## src/inc/wif_cfg.svh

```systemverilog
/*
  register offsets, field positions, reset values and counts of the watchdog
  interval and flag block. assumes inclusion by bare name from the include path.
*/
`ifndef WIF_CFG_SVH
`define WIF_CFG_SVH

// register byte offsets
`define WIF_CTRL_OFS      12'h000
`define WIF_ISTAT_OFS     12'h004
`define WIF_IMASK_OFS     12'h008

// control field positions
`define WIF_RESTART_BIT   0
`define WIF_RST_EN_BIT    1
`define WIF_RFLAG_BIT     2
`define WIF_IFLAG_BIT     3
`define WIF_ISEL_LO       4
`define WIF_ISEL_HI       5
`define WIF_IE_BIT        6
`define WIF_EN_BIT        7
`define WIF_CLKDIV_BIT    10

// control reset value: divided clock selected
`define WIF_CTRL_RST      32'h0000_0400

// interrupt status bits
`define WIF_EV_TIMEOUT    0
`define WIF_EV_RESET      1

// timing counts in watchdog clocks
`define WIF_ISEL_BASE     14
`define WIF_GRACE_CNT     1024
`define WIF_PRESCALE_MAX  8'hff

`endif

```

## src/inc/wif_pkg.sv

```systemverilog
/*
  types of the watchdog interval and flag block.
  assumes nothing of its surroundings.
*/
package wif_pkg;
  // timeout phase of the watchdog counter
  typedef enum logic [1:0] {
    wif_counting = 2'b00,  // running towards the interrupt timeout
    wif_grace    = 2'b01,  // interrupt timeout passed, waiting for reset timeout
    wif_expired  = 2'b10   // reset timeout passed, held until restart or disable
  } wif_phase_t;

  // counter wide enough for the longest interval
  typedef logic [19:0] wif_count_t;
endpackage

```

## src/hdl/wif_top.sv

```systemverilog
/*
  watchdog interval select, interrupt enable, sticky interrupt and reset flags,
  with an apb slave holding the control, interrupt status and mask registers.
  assumes pclk is the crystal-derived watchdog clock, that presetn is a
  synchronously released apb reset, and that por_n (power-on only) is not
  asserted by the watchdog reset this block raises.
*/
// Local design decisions: the APB slave port and the address map.
// Behaviour
// - interval timeout sets the interrupt flag
// - interrupt flag reads one, cleared writing one
// - watchdog reset sets a reset flag surviving it
// - reset flag cleared only by writing one or by power-on reset
// - interval select picks two-power interrupt timeout
// - fixed grace count before reset timeout
// - restart bit zeroes counter, self clears
// - reset raised only with reset enable set
// - disable stops and zeroes the counter
// - count clock direct or divided by 256
`include "wif_cfg.svh"
`timescale 1ns/1ps
`default_nettype none

module wif_top (
  input  wire logic        pclk,
  input  wire logic        presetn,
  input  wire logic        por_n,
  input  wire logic        psel,
  input  wire logic        penable,
  input  wire logic        pwrite,
  input  wire logic [11:0] paddr,
  input  wire logic [31:0] pwdata,
  output logic      [31:0] prdata,
  output logic             pready,
  output logic             pslverr,
  output logic             wdt_irq,
  output logic             wdt_reset,
  output logic             irq
);

  // last count of the interval for a select code; one bit wider inside so the
  // longest interval does not wrap to zero before the subtraction
  function automatic wif_pkg::wif_count_t interval_last(input logic [1:0] sel);
    logic [20:0] span;  // interval length in ticks
    span          = 21'h000001 << (`WIF_ISEL_BASE + 2 * sel);
    interval_last = wif_pkg::wif_count_t'(span - 21'h000001);
  endfunction

  // control reset word, split per field at reset
  localparam logic [31:0] ctrl_rst_c = `WIF_CTRL_RST;

  // apb handshake and decode
  logic        pready_q;       // access answered this cycle
  logic [31:0] prdata_q;       // read data
  logic        pslverr_q;      // unmapped address
  logic        acc;            // completing access
  logic        wr_ctrl;        // write to control
  logic        wr_istat;       // write to status
  logic        wr_imask;       // write to mask

  // control fields
  logic        en_q;           // watchdog enable
  logic        ie_q;           // interrupt enable
  logic [1:0]  isel_q;         // interval select
  logic        iflag_q;        // sticky interrupt flag
  logic        rflag_q;        // sticky reset flag, power-on reset only
  logic        re_q;           // reset enable
  logic        clkdiv_q;       // divide-by-256 select

  // counting
  logic [7:0]           pre_q;   // prescaler
  logic                 tick;    // one watchdog clock
  wif_pkg::wif_count_t  cnt_q;   // watchdog counter
  wif_pkg::wif_phase_t  phase_q; // timeout phase
  logic                 restart; // restart request
  logic                 to_evt;  // interrupt timeout reached
  logic                 rs_evt;  // reset timeout reached

  // outputs and interrupt registers
  logic       wdt_irq_q;
  logic       wdt_reset_q;
  logic       irq_q;
  logic [1:0] istat_q;
  logic [1:0] imask_q;

  assign acc      = psel & penable & pready_q;
  assign wr_ctrl  = acc & pwrite & (paddr == `WIF_CTRL_OFS);
  assign wr_istat = acc & pwrite & (paddr == `WIF_ISTAT_OFS);
  assign wr_imask = acc & pwrite & (paddr == `WIF_IMASK_OFS);
  assign restart  = wr_ctrl & pwdata[`WIF_RESTART_BIT];

  // answer one cycle into the access phase
  always_ff @(posedge pclk or negedge presetn) begin
    if (!presetn) begin
      pready_q  <= 1'b0;
      prdata_q  <= 32'h0000_0000;
      pslverr_q <= 1'b0;
    end else begin
      pready_q  <= psel & penable & ~pready_q;
      pslverr_q <= 1'b0;
      prdata_q  <= 32'h0000_0000;
      if (psel & penable & ~pready_q) begin
        unique case (paddr)
          `WIF_CTRL_OFS: begin
            prdata_q[`WIF_CLKDIV_BIT]              <= clkdiv_q;
            prdata_q[`WIF_EN_BIT]                  <= en_q;
            prdata_q[`WIF_IE_BIT]                  <= ie_q;
            prdata_q[`WIF_ISEL_HI:`WIF_ISEL_LO]    <= isel_q;
            prdata_q[`WIF_IFLAG_BIT]               <= iflag_q;
            prdata_q[`WIF_RFLAG_BIT]               <= rflag_q;
            prdata_q[`WIF_RST_EN_BIT]              <= re_q;
          end
          `WIF_ISTAT_OFS: prdata_q[1:0] <= istat_q;
          `WIF_IMASK_OFS: prdata_q[1:0] <= imask_q;
          default:        pslverr_q     <= 1'b1;  // unmapped
        endcase
      end
    end
  end

  // writable control fields
  always_ff @(posedge pclk or negedge presetn) begin
    if (!presetn) begin
      en_q     <= ctrl_rst_c[`WIF_EN_BIT];
      ie_q     <= ctrl_rst_c[`WIF_IE_BIT];
      isel_q   <= ctrl_rst_c[`WIF_ISEL_HI:`WIF_ISEL_LO];
      re_q     <= ctrl_rst_c[`WIF_RST_EN_BIT];
      clkdiv_q <= ctrl_rst_c[`WIF_CLKDIV_BIT];
    end else if (wr_ctrl) begin
      en_q     <= pwdata[`WIF_EN_BIT];
      ie_q     <= pwdata[`WIF_IE_BIT];
      isel_q   <= pwdata[`WIF_ISEL_HI:`WIF_ISEL_LO];
      re_q     <= pwdata[`WIF_RST_EN_BIT];
      clkdiv_q <= pwdata[`WIF_CLKDIV_BIT];
    end
  end

  // prescaler: tick every clock or every 256th
  always_ff @(posedge pclk or negedge presetn) begin
    if (!presetn) begin
      pre_q <= 8'h00;
    end else if (!en_q || restart) begin
      pre_q <= 8'h00;
    end else begin
      pre_q <= pre_q + 8'h01;
    end
  end
  assign tick = en_q & (~clkdiv_q | (pre_q == `WIF_PRESCALE_MAX));

  assign to_evt = tick & (phase_q == wif_pkg::wif_counting)
                  & (cnt_q == interval_last(isel_q));
  assign rs_evt = tick & (phase_q == wif_pkg::wif_grace)
                  & (cnt_q == 20'(`WIF_GRACE_CNT - 1));

  // counter and timeout phase
  always_ff @(posedge pclk or negedge presetn) begin
    if (!presetn) begin
      cnt_q   <= 20'h00000;
      phase_q <= wif_pkg::wif_counting;
    end else if (!en_q || restart) begin
      cnt_q   <= 20'h00000;
      phase_q <= wif_pkg::wif_counting;
    end else if (to_evt) begin
      cnt_q   <= 20'h00000;
      phase_q <= wif_pkg::wif_grace;
    end else if (rs_evt) begin
      cnt_q   <= 20'h00000;
      phase_q <= wif_pkg::wif_expired;
    end else if (tick && phase_q != wif_pkg::wif_expired) begin
      cnt_q   <= cnt_q + 20'h00001;
    end
  end

  // interrupt flag: set wins over clear
  always_ff @(posedge pclk or negedge presetn) begin
    if (!presetn) begin
      iflag_q <= 1'b0;
    end else if (to_evt) begin
      iflag_q <= 1'b1;
    end else if (wr_ctrl && pwdata[`WIF_IFLAG_BIT]) begin
      iflag_q <= 1'b0;
    end
  end

  // reset flag on power-on reset only, so it outlives the watchdog reset
  always_ff @(posedge pclk or negedge por_n) begin
    if (!por_n) begin
      rflag_q <= 1'b0;
    end else if (rs_evt && re_q) begin
      rflag_q <= 1'b1;
    end else if (wr_ctrl && pwdata[`WIF_RFLAG_BIT]) begin
      rflag_q <= 1'b0;
    end
  end

  // watchdog interrupt and reset outputs
  always_ff @(posedge pclk or negedge presetn) begin
    if (!presetn) begin
      wdt_irq_q   <= 1'b0;
      wdt_reset_q <= 1'b0;
    end else begin
      wdt_irq_q   <= iflag_q & ie_q;
      wdt_reset_q <= rs_evt & re_q;
    end
  end

  // interrupt status (w1c, set wins), mask and line
  always_ff @(posedge pclk or negedge presetn) begin
    if (!presetn) begin
      istat_q <= 2'b00;
      imask_q <= 2'b00;
      irq_q   <= 1'b0;
    end else begin
      istat_q <= (istat_q & ~(wr_istat ? pwdata[1:0] : 2'b00))
                 | {rs_evt & re_q, to_evt};
      if (wr_imask) begin
        imask_q <= pwdata[1:0];
      end
      irq_q   <= |(istat_q & imask_q);
    end
  end

  assign prdata    = prdata_q;
  assign pready    = pready_q;
  assign pslverr   = pslverr_q;
  assign wdt_irq   = wdt_irq_q;
  assign wdt_reset = wdt_reset_q;
  assign irq       = irq_q;

  // checks
  a_irq_gate: assert property (@(posedge pclk) disable iff (!presetn)
    wdt_irq |-> $past(ie_q) && $past(iflag_q)) else $error("irq without enable");
  a_iflag_set: assert property (@(posedge pclk) disable iff (!presetn)
    to_evt |=> iflag_q ##1 (iflag_q || $past(wr_ctrl))) else $error("flag not set");
  a_iflag_hold: assert property (@(posedge pclk) disable iff (!presetn)
    iflag_q && !wr_ctrl |=> iflag_q) else $error("flag lost");
  a_rflag_set: assert property (@(posedge pclk) disable iff (!presetn)
    rs_evt && re_q |=> rflag_q && wdt_reset) else $error("reset flag not set");
  a_rflag_hold: assert property (@(posedge pclk) disable iff (!por_n)
    rflag_q && !(wr_ctrl && pwdata[`WIF_RFLAG_BIT]) |=> rflag_q) else $error("reset flag lost");
  a_itv_len: assert property (@(posedge pclk) disable iff (!presetn)
    to_evt |-> cnt_q == (isel_q == 2'b00 ? 20'h03fff :
                         isel_q == 2'b01 ? 20'h0ffff :
                         isel_q == 2'b10 ? 20'h3ffff : 20'hfffff)) else $error("bad interval");
  a_grace_len: assert property (@(posedge pclk) disable iff (!presetn)
    rs_evt |-> phase_q == wif_pkg::wif_grace && cnt_q == 20'(`WIF_GRACE_CNT - 1))
    else $error("bad grace");
  a_restart_clr: assert property (@(posedge pclk) disable iff (!presetn)
    restart |=> cnt_q == 20'h00000 && phase_q == wif_pkg::wif_counting) else $error("no restart");
  a_reset_gate: assert property (@(posedge pclk) disable iff (!presetn)
    wdt_reset |-> $past(re_q)) else $error("reset while disabled");
  a_disable_clr: assert property (@(posedge pclk) disable iff (!presetn)
    !en_q |=> cnt_q == 20'h00000) else $error("counter kept");
  a_prescale: assert property (@(posedge pclk) disable iff (!presetn)
    tick && clkdiv_q |-> pre_q == 8'hff) else $error("bad prescale");
  c_timeout: cover property (@(posedge pclk) disable iff (!presetn) to_evt);
  c_reset: cover property (@(posedge pclk) disable iff (!presetn) wdt_reset);
  c_clear: cover property (@(posedge pclk) disable iff (!presetn) iflag_q ##1 !iflag_q);

endmodule

`default_nettype wire

```

## config.mk

```make
export PLATFORM = sky130hd
export DESIGN_NAME = wif_top
export DESIGN_NICKNAME = d
export VERILOG_FILES = /design/src/inc/wif_pkg.sv /design/src/hdl/wif_top.sv
export VERILOG_INCLUDE_DIRS = /design/src /design/src/inc
export SDC_FILE = /design/constraint.sdc
export NUM_CORES = 1
export LEC_CHECK = 0
export BUFFER_PORTS_ARGS = -buffer_cell sky130_fd_sc_hd__buf_4
export CELL_PAD_IN_SITES_DETAIL_PLACEMENT = 0
export CELL_PAD_IN_SITES_GLOBAL_PLACEMENT = 1
export CORE_ASPECT_RATIO = 1.25
export CORE_MARGIN = 2
export CORE_UTILIZATION = 39
export CTS_CLUSTER_SIZE = 25
export DETAILED_ROUTE_END_ITERATION = 16
export PLACE_DENSITY_LB_ADDON = 0.1
export SLEW_MARGIN = 20
export SYNTH_ARGS = -nofsm -noshare
export SYNTH_HDL_FRONTEND = slang
export SYNTH_SLANG_ARGS = --single-unit
```

## constraint.sdc

```tcl
create_clock -name pclk -period 2.1 [get_ports pclk]
set_clock_uncertainty 0.1 [all_clocks]
set_input_delay 0.21 -clock pclk [delete_from_list [all_inputs] [get_ports pclk]]
set_output_delay 0.21 -clock pclk [all_outputs]
set_load 0.01 [all_outputs]
```

**Yosys cells after proc, flatten, opt, wreduce, memory -nomap -nowiden**

Index checks and enable logic that the tools add are counted.

- $add $sub $neg: 4
- Eq/ne operators: 7
- Shifts and indexed selects: 1
- Mux-type cells: 21
- Bitwise gates (word level): 22
- Reductions and logical operators: 14

Operator list:

| cell | number |
|---|---|
| 20-bit 2-to-1 mux | 4 |
| 20-bit by 1-bit adder with 20-bit output, second input constant | 1 |
| 20-bit by 10-bit equality test with 1-bit output, second input constant | 1 |
| 20-bit equality test | 1 |
| 1-bit by 5-bit << shifter with 20-bit output, first input constant | 1 |
| 20-bit by 1-bit subtractor with 20-bit output, second input constant | 1 |
| 8-bit 2-to-1 mux | 2 |
| 1-bit bitwise AND | 15 |
| 12-bit by 3-bit equality test with 1-bit output, second input constant | 1 |
| 12-bit by 4-bit equality test with 1-bit output, second input constant | 1 |
| 12-bit zero test | 1 |
| 8-bit by 1-bit adder with 8-bit output, second input constant | 1 |
| 8-bit equality test, second input constant | 1 |
| 1-bit 2-to-1 mux | 8 |
| 2-bit 2-to-1 mux | 4 |
| 6-bit 2-to-1 mux | 1 |
| 4-bit by 3-bit adder with 5-bit output, first input constant | 1 |
| 2-bit bitwise AND | 2 |
| 1-bit logical AND | 4 |
| 2-bit nonzero test | 2 |
| 4-bit nonzero test | 1 |
| 1-bit one-hot mux with 3 select lines | 1 |
| 3-bit nonzero test | 1 |
| 3-bit OR reduction | 1 |
| other kinds (11) | 12 |

- Register bits after elaboration: 56
- Output and inout port bits: 37

**Depth between registers and ports, before layout**

Gate-level depths: netlist (run 1).

- Word-level depth: 8
- Depth in mapped cells: 8
- Depth with buffers taken out: 6

**Worst setup path after synthesis (run 1)**

No wires, ideal clock.

- Path kind: register to register
- From: reg pre_q[0]
- To: reg cnt_q[11]
- Setup time: 0.121 ns
- Data arrival time: 1.640 ns
- Slack: 0.239 ns
- Stages on the path, launching flop included: 8
- Path through: dfrtp_1 -> ha_1 -> nand4_1 -> a2bb2oi_1 -> or3_1 -> o21bai_1 -> buf_2 -> nor2_1

- Cells in the longest elaborated chain, start to end: 8
- Elaborated cells between the ends (all ways): 12
- Those cells by class: 1 x eq/ne; 3 x mux; 6 x bitwise; 2 x reduce/logical

RTL lines:

| element | line | source |
|---|---|---|
| start, declared | wif_top.sv:71 | `logic [7:0] pre_q;` |
| start signal, assigned | wif_top.sv:145 | `pre_q <= pre_q + 8'h01;` |
| 8-bit equality test (no source line) (*) | n/a |  |
| 1-bit bitwise OR (*) | wif_top.sv:148 | `` assign tick = en_q & (~clkdiv_q \| (pre_q == `WIF_PRESCALE_MAX)); `` |
| 1-bit bitwise AND (*) | wif_top.sv:148 |  |
| 1-bit bitwise AND (2 in a row) | wif_top.sv:152 | `assign rs_evt = tick & (phase_q == wif_pkg::wif_grace)` |
| 20-bit 2-to-1 mux | wif_top.sv:166 | `end else if (rs_evt) begin` |
| 20-bit 2-to-1 mux | wif_top.sv:163 | `end else if (to_evt) begin` |
| 20-bit 2-to-1 mux | wif_top.sv:160 | `end else if (!en_q \|\| restart) begin` |
| end signal, assigned | wif_top.sv:170 | `cnt_q <= cnt_q + 20'h00001;` |
| end, declared | wif_top.sv:73 | `wif_pkg::wif_count_t cnt_q;` |

Every way passes the cells marked *; elsewhere a longest branch is shown, timed or not.
A chain may end at the register's enable or synchronous reset.

**Worst setup path after layout (run 1)**

- From: reg pre_q[1]
- To: reg cnt_q[5]

The elaborated chain is that of the path after synthesis.

==> flow_summary.rst, run 1 <==
.. list-table::
   :header-rows: 1

   * - Metric
     - Value
   * - Outcome
     - completed
   * - Slew headroom
     - 0.5271
   * - Max clock buf depth
     - 2
   * - Path class of the lowest-slack min-delay path
     - primary input to flip-flop
   * - Htree depth
     - 2
   * - Share of synthesized registers carrying an async set or reset
     - 1.000
   * - Final setup violating endpoints
     - 0
   * - Ant diodes
     - 0
   * - Mean instance size in the synthesized netlist
     - 9.949 um^2
   * - Number of CTS-inserted buffers
     - 5
   * - Share of synthesized area occupied by flip-flops and latches
     - 0.4861
   * - Placed cell count
     - approximately 430
   * - Peak ir drop on the vdd network
     - 0.2947 mV
   * - Worst Path Required
     - 2.21 ns
   * - Average routed wire per standard cell
     - 13.96 um
   * - Net total in the final layout
     - around 400
   * - Achievable clock frequency
     - around 0.52 GHz
   * - Number of iterations in the first detailed-routing pass
     - 4
   * - Routability-driven placement congestion ratio
     - 0.7631
   * - Critical Path Start
     - pre_q[1]
   * - Power density over the cells
     - 545.6 mW/mm^2
   * - Flip-flop and latch count after synthesis
     - 56
   * - Worst-margin pin slew
     - 0.7094 ns
   * - Row Count
     - 35
   * - Hold Crit Depth
     - 2
   * - Endpoint of the worst register-to-register path
     - cnt_q[5]
   * - Crit path capture type
     - flip-flop
   * - Count of antenna-violating nets left after detailed routing
     - 0
   * - Clock slew seen by the registers of the worst setup and hold paths
     - about 0.10 ns
   * - Total leakage power
     - 1.572 nW
   * - Total number of vias
     - roughly 2200
   * - Wire length after detailed routing
     - 6199 um
   * - Crit share post-route
     - 0.9190
   * - Clock tree from TritonCTS
     - done
   * - Crit path arrival time
     - 2.04 ns
   * - YS warnings
     - 0
   * - Post-synthesis instance area
     - 0.002885 mm^2
   * - Synthesized netlist cell count
     - 290
   * - Quantity of I/O buffers inserted on ports
     - 40
   * - Global routing usage summed across all routing layers
     - 0.1644
   * - Number of hold violations in the final report
     - 0
   * - 1st-iter DRT viols
     - 79
   * - Root Buffer
     - sky130_fd_sc_hd__clkbuf_8
   * - Number of antenna violations at the first check in global routing
     - 0
   * - Unrepaired setup endpoints after global routing
     - no
   * - Number of sinks on the clock net
     - 56
   * - Hold Crit Endpoint
     - prdata[5]
   * - Post-route design area
     - between 0.003 and 0.004 mm^2
   * - Overall overflow remaining after global route
     - 0
   * - Worst Min Path Start
     - paddr[3]
   * - Worst Path Max Fanout
     - 6
   * - Worst setup SP type
     - flip-flop
   * - I/O pin total
     - 87
   * - Core area
     - roughly 0.0073 mm^2
   * - Global-route wire length before repair
     - 10300 um
   * - Die Height
     - roughly 100 um
   * - Number of maximum-capacitance violations
     - 0
   * - Sum of negative setup slack
     - 0 ns
   * - Clock network latency to the later pin of the worst-skew pair
     - 0.31 ns
   * - Via count of the first global-routing pass
     - 2220
   * - Pin count of the biggest net entering global routing
     - between 50 and 60
   * - Area of the die
     - 0.008106 mm^2
   * - Worst R2R Path Depth
     - 7
   * - Remaining design rule violation count
     - 0
   * - Ratio of cells with drive above 1 in the final layout
     - 0.2415
   * - Ys flop type
     - sky130_fd_sc_hd__dfrtp_1
   * - Mean number of vias per cell
     - around 4.9
   * - Starting utilization of the core area
     - 0.3969
   * - Half-perimeter wire length after placement
     - 4558 um
   * - DIE WIDTH
     - 80.93 um
   * - Number of enable-type register cells in the synthesized netlist
     - 0
   * - Area added between synthesis and finish
     - 20.38%
   * - Type of the worst setup path
     - flip-flop to flip-flop
   * - Area of placed instances
     - 0.003323 mm^2
   * - Max-slew violations
     - 0
   * - Final cell count without fillers
     - approximately 440
   * - Min cycle time layout
     - 1.930 ns
   * - Post-Route Utilization
     - 0.4778
   * - Count of different cell masters after synthesis
     - 45
   * - Reg2Reg Launch Point
     - pre_q[1]
   * - Flop-to-flop setup slack
     - about 0.17 ns
## synth_stat cells, types with 2 or more instances
| master | number | area (um^2) |
|---|---|---|
| sky130_fd_sc_hd__dfrtp_1 | 55 | 1376 |
| sky130_fd_sc_hd__nor2_1 | 34 | 127.6 |
| sky130_fd_sc_hd__nand2_1 | 24 | 90.09 |
| sky130_fd_sc_hd__buf_4 | 23 | 172.7 |
| sky130_fd_sc_hd__nand3_1 | 18 | 90.09 |
| sky130_fd_sc_hd__xor2_1 | 14 | 122.6 |
| sky130_fd_sc_hd__nor4_1 | 11 | 68.82 |
| sky130_fd_sc_hd__xnor2_1 | 11 | 96.34 |
| sky130_fd_sc_hd__nand4_1 | 10 | 62.56 |
| sky130_fd_sc_hd__mux2_2 | 8 | 90.09 |
| sky130_fd_sc_hd__and2_1 | 7 | 43.79 |
| sky130_fd_sc_hd__clkbuf_1 | 7 | 26.28 |
| sky130_fd_sc_hd__and3_1 | 6 | 37.54 |
| sky130_fd_sc_hd__ha_1 | 5 | 62.56 |
| sky130_fd_sc_hd__inv_1 | 5 | 18.77 |
| sky130_fd_sc_hd__a21oi_1 | 4 | 20.02 |
| sky130_fd_sc_hd__and4_1 | 4 | 35.03 |
| sky130_fd_sc_hd__nor3_1 | 4 | 20.02 |
| sky130_fd_sc_hd__nor4b_1 | 4 | 35.03 |
| sky130_fd_sc_hd__buf_2 | 3 | 15.01 |
| sky130_fd_sc_hd__or3_1 | 3 | 18.77 |
| sky130_fd_sc_hd__conb_1 | 2 | 7.510 |
| sky130_fd_sc_hd__nand4b_1 | 2 | 17.52 |
| sky130_fd_sc_hd__nor2b_1 | 2 | 12.51 |
| sky130_fd_sc_hd__o21ai_0 | 2 | 10.01 |
| sky130_fd_sc_hd__or2_2 | 2 | 12.51 |
| sky130_fd_sc_hd__or4_1 | 2 | 15.01 |
## cell usage in the layout, fill, tap and decap left out, types with 10 or more instances in the layout
master	netlist	routed
sky130_fd_sc_hd__nor4_1	11	11
sky130_fd_sc_hd__nand2_1	24	24
sky130_fd_sc_hd__buf_4	23	59
sky130_fd_sc_hd__dfrtp_1	55	53
sky130_fd_sc_hd__nand3_1	18	18
sky130_fd_sc_hd__nor2_1	34	34
sky130_fd_sc_hd__conb_1	2	27
sky130_fd_sc_hd__xor2_1	14	14
sky130_fd_sc_hd__xnor2_1	11	11
sky130_fd_sc_hd__nand4_1	10	10
## power breakdown
| group | total, W | switching [W] | internal [W] |
|---|---|---|---|
| sequential | 0.00108 | 0.00000112 | 0.00108 |
| clock | 0.000706 | 0.000352 | 0.000355 |
| combinational | 0.000108 | 0.0000638 | 0.0000441 |
## logic make-up after synthesis
kind of cell	count (synthesis)	share of synthesized area
compound gates	18	0.04424
xor+xnor	25	0.07589
fa+ha+maj	5	0.02168
buf+inv	38	0.08066
flops	56	0.4861
mux	9	0.03469
other cells	2	0.002603
simple gates	137	0.2541
## registers in the layout, indices dropped and copies added (netlist names), 2 cells and up
name     cells
prdata       9
cnt_q       20
phase_q      2
imask_q      2
istat_q      2
isel_q       2
pre_q        8
## critical path, cell delays in order (launching register included)
cell and delay, ns:
sky130_fd_sc_hd__dfrtp_1 0.38, sky130_fd_sc_hd__ha_1 0.17, sky130_fd_sc_hd__nand4_1 0.15, sky130_fd_sc_hd__a2bb2oi_1 0.19
sky130_fd_sc_hd__or3_4 0.39, sky130_fd_sc_hd__o21bai_2 0.20, sky130_fd_sc_hd__buf_4 0.19, sky130_fd_sc_hd__nor2_1 0.05
## per-stage QoR
step                      hold WS, ns  setup WS, ns  total power [W]
final                         0.02145        0.1701         0.001895
after global routing          0.01388       0.01976         0.001977
after CTS                     0.01524       0.08001         0.001922
after detailed placement      -0.1136       0.01861         0.001209
after global placement        -0.1141       0.02205         0.001209
after floorplan               -0.1856        0.2390         0.001174
## routing by layer
layer | track usage | up-vias | part of all wire
li1 | - | 1074 | -
met1 | 0.1974 | 1060 | 0.43
met2 | 0.2854 | 44 | 0.51
met3 | 0.03867 | 7 | 0.046
met4 | 0.05606 | 0 | 0.017
met5 | 0 | - | 0
## worst max-delay path by stage
stage | end | slack, ns | depth (start not counted)
2_1_floorplan | cnt_q[11] | 0.24 | 7
3_3_place_gp | en_q | 0.02 | 6
3_5_place_dp | isel_q[0] | 0.02 | 6
4_1_cts | cnt_q[5] | 0.08 | 7
5_1_grt | cnt_q[5] | 0.02 | 8
6_report | cnt_q[5] | 0.17 | 7
## layout make-up
class                      count  area [um^2]
multi-input combinational    221         1353
timing repair buffer          62        474.2
sequential                    56         1405
inverter                       5        18.77
clock inverter                 2        35.03
clock buffer                   6        72.57
fill                         750         3796
tap                           92        115.1
## timing repair
item                       CTS  global route
resized for setup            0             7
hold buffers                 2             0
hold endpoints to repair    55             0
setup endpoints to repair    0            21
setup buffers                0             0
Power figures use the tool's default switching activity.
==> inputs of run 2 (changes only) <==
==> constraint.sdc (replaced) <==
create_clock -name pclk -period 2.1 [get_ports pclk]
set_clock_uncertainty 0.1 [all_clocks]
set_input_delay 0.315 -clock pclk [delete_from_list [all_inputs] [get_ports pclk]]
set_output_delay 0.315 -clock pclk [all_outputs]
set_load 0.01 [all_outputs]
==> flow_summary.rst, run 2 (synthesis results as in run 1) <==
.. list-table::
   :header-rows: 1

   * - Metric
     - Value
   * - Biggest register
     - cnt_q
   * - Min cycle time layout
     - 1.976 ns
   * - Sum of negative setup slack
     - 0 ns
   * - Half-perimeter wire length after placement
     - between 4000 and 5000 um
   * - Met2 WL post-DR
     - 2993 um
   * - Worst Path Max Fanout
     - 20
   * - Final setup violating endpoints
     - 0
   * - Net total in the final layout
     - 407
   * - Cell at the slowest stage of the critical path
     - sky130_fd_sc_hd__dfrtp_1
   * - Slew headroom
     - 0.5199
   * - Highest routed layer
     - met4
   * - Area added between synthesis and finish
     - 20.69%
   * - Placed cell count
     - between 400 and 500
   * - Total number of vias
     - approximately 2200
   * - Pin count of the biggest net entering global routing
     - 56
   * - I/O pin total
     - 87
   * - Register cell area after layout
     - 0.001403 mm^2
   * - Die Height
     - 100.2 um
   * - Post-Route Utilization
     - 0.4790
   * - Number of buffers added for setup after CTS
     - 0
   * - Final Worst Setup Slack
     - about 0.12 ns
   * - Longest individual stage delay on the worst path
     - 0.44 ns
   * - Remaining design rule violation count
     - 0
   * - Count of antenna-violating nets left after detailed routing
     - 0
   * - Type of the worst setup path
     - flip-flop to flip-flop
   * - Hold Crit Depth
     - 2
   * - Worst-margin pin slew
     - between 0.7 and 0.8 ns
   * - Starting utilization of the core area
     - 0.3969
   * - Ant diodes
     - 0
   * - Peak ir drop on the vdd network
     - 0.3667 mV
   * - Clock network latency to the later pin of the worst-skew pair
     - 0.31 ns
   * - Core area
     - between 0.007 and 0.008 mm^2
   * - Crit path capture type
     - flip-flop
   * - Row Count
     - 35
   * - DIE WIDTH
     - 80.93 um
   * - Area of the die
     - 0.008106 mm^2
   * - Wire length after detailed routing
     - 6086 um
   * - DR WL met3
     - 208 um
   * - Final-layout fill cell count
     - 735
   * - Max-slew violations
     - 0
   * - Number of maximum-capacitance violations
     - 0
   * - Worst setup SP type
     - flip-flop
   * - Average routed wire per standard cell
     - 13.68 um
   * - Mean number of vias per cell
     - 4.863
   * - Number of antenna violations at the first check in global routing
     - 0
   * - Routability-driven placement congestion ratio
     - 0.7487
   * - Commonest non-fill, non-tap cell in the layout
     - sky130_fd_sc_hd__buf_4
   * - 1st-iter DRT viols
     - 108
   * - Root Buffer
     - sky130_fd_sc_hd__clkbuf_8
   * - Global routing usage summed across all routing layers
     - 0.1611
   * - Htree depth
     - 2
   * - Outcome
     - completed
   * - Clock slew seen by the registers of the worst setup and hold paths
     - about 0.1 ns
   * - Via count of the first global-routing pass
     - ~2100
   * - Length of routed wiring on met1
     - 2801 um
   * - Final cell count without fillers
     - 445
   * - Area taken by multi-input logic gates
     - ~0.0013 mm^2
   * - Largest register FFs
     - 20
   * - CP Cell Sequence
     - ha_1, nand3b_1, a2111oi_0, buf_4, a41oi_1, o21bai_2, buf_12, nor2_1
   * - Max clock buf depth
     - 2
   * - Most frequent cells in the layout
     - 60 x sky130_fd_sc_hd__buf_4, 55 x sky130_fd_sc_hd__dfrtp_1, 34 x sky130_fd_sc_hd__nor2_1
   * - Number of iterations in the first detailed-routing pass
     - 4
   * - Number of CTS-inserted buffers
     - 5
   * - Worst Path Required
     - 2.20 ns
   * - Clock tree from TritonCTS
     - done
   * - Power density over the cells
     - 545.5 mW/mm^2
   * - Path class of the lowest-slack min-delay path
     - primary input to flip-flop
   * - Crit path arrival time
     - between 2 and 2.5 ns
   * - Overall overflow remaining after global route
     - 0
   * - Global-route wire length before repair
     - 10090 um
   * - Number of hold violations in the final report
     - 0
   * - Worst R2R Path Depth
     - 8
   * - Ratio of cells with drive above 1 in the final layout
     - 0.2351
   * - Total leakage power
     - between 1.5 and 2 nW
   * - Achievable clock frequency
     - 0.5061 GHz
   * - Crit share post-route
     - 0.9408
   * - Number of sinks on the clock net
     - 56
   * - Total power consumption of the routed design
     - 0.001899 W
   * - Quantity of I/O buffers inserted on ports
     - 40
   * - Pre-CTS setup slack
     - -0.08381 ns
-- run 2: changes by cell type in the layout (fill, tap and decap cells not counted) --
cell	delta
sky130_fd_sc_hd__buf_4	+1
sky130_fd_sc_hd__buf_6	-1
sky130_fd_sc_hd__or3_1	+1
sky130_fd_sc_hd__buf_12	+1
sky130_fd_sc_hd__or3_4	-1
sky130_fd_sc_hd__dfrtp_1	+2
sky130_fd_sc_hd__dfrtp_2	-2
-- run 2: critical path, delay by kind of cell, from the launching register on --
family / cells / cell delay (ns)
compound gates: 3 / 0.64
fa+ha+maj: 1 / 0.19
buf+inv: 2 / 0.37
flops: 1 / 0.44
simple gates: 2 / 0.13
-- run 2: layout make-up --
| cell class | instances | share of cell area |
|---|---|---|
| clock inverter | 2 | 0.01006 |
| inverter | 5 | 0.005390 |
| multi-input combinational | 221 | 0.3870 |
| sequential | 56 | 0.4028 |
| tap | 92 | 0.03306 |
| clock buffer | 6 | 0.02084 |
| timing repair buffer | 63 | 0.1409 |
-- run 2: path summary, 6_finish.rpt --
check	startpoint	end	slack, ns
max	cnt_q[1]	cnt_q[3]	0.12
min in group asynchronous	por_n	rflag_q	0.21
max reg2reg	cnt_q[1]	cnt_q[3]	0.12
min reg2reg	rflag_q	rflag_q	0.37
max in group asynchronous	presetn	cnt_q[9]	0.92
min	paddr[3]	prdata[5]	0.14
-- run 2: power by group --
part           internal, W  switching, W
clock             0.000355      0.000354
sequential         0.00108    0.00000140
combinational    0.0000442     0.0000647
-- run 2: routing by layer --
metal  GRT usage  up-vias
met5           0        -
met2      0.2657       44
li1            -     1077
met3     0.03687        6
met4     0.05346        0
met1      0.2079     1037
-- run 2: timing repair --
| item | 4_1_cts | 5_1_grt |
|---|---|---|
| resized for setup | 0 | 1 |
| hold endpoints to repair | 55 | 0 |
| hold buffers | 2 | 0 |
| setup endpoints to repair | 0 | 20 |
-- run 2: per-stage QoR --
| stage | instance area [um^2] | hold slack, ns |
|---|---|---|
| global placement | 3351 | -0.009168 |
| CTS | 3478 | 0.1133 |
| floorplan | 2979 | -0.08059 |
| detailed placement | 3351 | -0.006791 |
| finish | 3482 | 0.1364 |
| global route | 3482 | 0.1207 |
==> inputs of run 3 (changes only) <==
--- a/config.mk
+++ b/config.mk
@@ -10,7 +10,7 @@
 export CELL_PAD_IN_SITES_DETAIL_PLACEMENT = 0
 export CELL_PAD_IN_SITES_GLOBAL_PLACEMENT = 1
 export CORE_ASPECT_RATIO = 1.25
-export CORE_MARGIN = 2
+export CORE_MARGIN = 5
 export CORE_UTILIZATION = 39
 export CTS_CLUSTER_SIZE = 25
 export DETAILED_ROUTE_END_ITERATION = 16
@@ -19,3 +19,4 @@
 export SYNTH_ARGS = -nofsm -noshare
 export SYNTH_HDL_FRONTEND = slang
 export SYNTH_SLANG_ARGS = --single-unit
+export TNS_END_PERCENT = 50
==> flow_summary.rst, run 3 (synthesis results as in run 1) <==
.. list-table::
   :header-rows: 1

   * - Metric
     - Value
   * - Worst Path Required
     - 2.24 ns
   * - Commonest non-fill, non-tap cell in the layout
     - sky130_fd_sc_hd__buf_4
   * - Core area
     - 0.007313 mm^2
   * - Mean number of vias per cell
     - 4.960
   * - Wire length after detailed routing
     - 6340 um
   * - Slew headroom
     - 0.5246
   * - Number of sinks on the clock net
     - 56
   * - Ant diodes
     - 0
   * - Most frequent cells in the layout
     - 61 x sky130_fd_sc_hd__buf_4, 55 x sky130_fd_sc_hd__dfrtp_1, 34 x sky130_fd_sc_hd__nor2_1
   * - Via count of the first global-routing pass
     - approximately 2200
   * - Routability-driven placement congestion ratio
     - 0.7608
   * - Area added between synthesis and finish
     - 21.90%
   * - Max-slew violations
     - 0
   * - DIE WIDTH
     - 86.93 um
   * - Clock slew seen by the registers of the worst setup and hold paths
     - approximately 0.1 ns
   * - Fraction of power spent switching nets
     - 0.2075
   * - Crit path arrival time
     - 2.12 ns
   * - Clock tree from TritonCTS
     - done
   * - Bufs and invs on worst path
     - 1
   * - Largest register FFs
     - 20
   * - I/O pin total
     - 87
   * - Switching power
     - 0.0004191 W
   * - Biggest register
     - cnt_q
   * - Pin count of the biggest net entering global routing
     - 56
   * - Net total in the final layout
     - 408
   * - Crit path capture type
     - flip-flop
   * - Crit share post-route
     - 0.9429
   * - Crit path depth
     - 7
   * - Achievable clock frequency
     - roughly 0.51 GHz
   * - Row Count
     - 35
   * - Path class of the lowest-slack min-delay path
     - primary input to flip-flop
   * - CP Cell Sequence
     - ha_1, nand4_1, a2bb2oi_1, or3_4, buf_4, or2_2, a21oi_1
   * - Ratio of cells with drive above 1 in the final layout
     - 0.2373
   * - Total number of vias
     - about 2200
   * - Internal power contribution
     - 0.001601 W
   * - Clock network latency to the later pin of the worst-skew pair
     - 0.31 ns
   * - Total power consumption of the routed design
     - 0.002020 W
   * - Root Buffer
     - sky130_fd_sc_hd__clkbuf_8
   * - Power density over the cells
     - 574.3 mW/mm^2
   * - Total leakage power
     - between 1.5 and 2 nW
   * - Post-Route Utilization
     - 0.4809
   * - Hold Crit Depth
     - 2
   * - Worst Path Max Fanout
     - 3
   * - Unrepaired setup endpoints after global routing
     - yes
   * - Max clock buf depth
     - 2
   * - Overall overflow remaining after global route
     - 0
   * - Number of antenna violations at the first check in global routing
     - 0
   * - Remaining design rule violation count
     - 0
   * - Type of the worst setup path
     - flip-flop to flip-flop
   * - Worst-margin pin slew
     - 0.7131 ns
   * - Global routing usage summed across all routing layers
     - 0.1458
   * - Peak ir drop on the vdd network
     - 0.3067 mV
   * - Die Height
     - 106.2 um
   * - Quantity of I/O buffers inserted on ports
     - 40
   * - Number of maximum-capacitance violations
     - 0
   * - Number of CTS-inserted buffers
     - 5
   * - Average routed wire per standard cell
     - roughly 14 um
   * - Min cycle time layout
     - 1.980 ns
   * - Htree depth
     - 2
   * - Longest individual stage delay on the worst path
     - roughly 0.38 ns
   * - Starting utilization of the core area
     - 0.3945
   * - Top delay family on crit path
     - simple AND/OR/NAND/NOR gates
   * - Worst setup SP type
     - flip-flop
   * - Area of the die
     - around 0.0092 mm^2
   * - Final-layout fill cell count
     - around 700
   * - 1st-iter DRT viols
     - 87
   * - Count of antenna-violating nets left after detailed routing
     - 0
   * - Combinational cell fraction of total power
     - 0.054
   * - Worst R2R Path Depth
     - 7
   * - Number of hold violations in the final report
     - 0
   * - Share of power burned in the clock network
     - 0.411
   * - Number of iterations in the first detailed-routing pass
     - 4
   * - Cell at the slowest stage of the critical path
     - sky130_fd_sc_hd__dfrtp_1
   * - Sum of negative setup slack
     - 0 ns
   * - Outcome
     - completed
   * - Register share of total power
     - 0.535
   * - Final setup violating endpoints
     - 0
   * - Global-route wire length before repair
     - 10810 um
   * - Half-perimeter wire length after placement
     - approximately 4700 um
-- run 3: repair_timing --
action	in CTS	in global routing
setup buffers	0	0
hold endpoints to repair	55	0
endpoints found under the setup margin	0	21
hold buffers	2	0
resized for setup	0	2
-- run 3: metrics by stage --
| stage | area [um^2] | setup WS, ns | hold slack (ns) | instances |
|---|---|---|---|---|
| detailed placement | 3358 | -0.1350 | -0.006537 | 436 |
| CTS | 3511 | 0.05272 | 0.1153 | 446 |
| floorplan | 2979 | 0.1387 | -0.08059 | 315 |
| finish | 3517 | 0.1199 | 0.1222 | 446 |
| global route | 3517 | -0.01186 | 0.1150 | 446 |
| global placement | 3358 | -0.1070 | -0.009435 | 436 |
-- run 3: final cells by class --
type	count	area (um^2)	area share
timing repair buffer	64	498.0	0.1416
multi-input combinational	221	1350	0.3838
clock buffer	6	72.57	0.02063
clock inverter	2	60.06	0.01708
sequential	56	1403	0.3988
inverter	5	18.77	0.005336
tap	92	115.1	0.03273
-- run 3: path summary, 6_finish.rpt --
| kind | from | slack (ns) | endpoint |
|---|---|---|---|
| worst max-delay path | pre_q[1] | 0.12 | phase_q[0] |
| worst min-delay path | paddr[3] | 0.12 | prdata[10] |
| worst max register to register | pre_q[1] | 0.12 | phase_q[0] |
| worst min register to register | rflag_q | 0.38 | rflag_q |
| max in group asynchronous | presetn | 0.93 | cnt_q[6] |
| min in group asynchronous | por_n | 0.20 | rflag_q |
-- run 3: routing by layer --
layer	track usage	part of all wire	up-vias
met5	0	0	-
met4	0.04677	0.018	0
met3	0.03721	0.047	8
met2	0.2400	0.50	48
met1	0.1849	0.44	1076
li1	-	-	1080
-- run 3: power by group through the flow --
stage | registers, W | logic, W | clock network (W)
4_1_cts | 0.00108 | 0.000112 | 0.000856
5_1_grt | 0.00108 | 0.000126 | 0.000900
3_5_place_dp | 0.00110 | 0.000108 | 0
6_report | 0.00108 | 0.000109 | 0.000830
2_1_floorplan | 0.00110 | 0.0000710 | 0
3_3_place_gp | 0.00110 | 0.000107 | 0
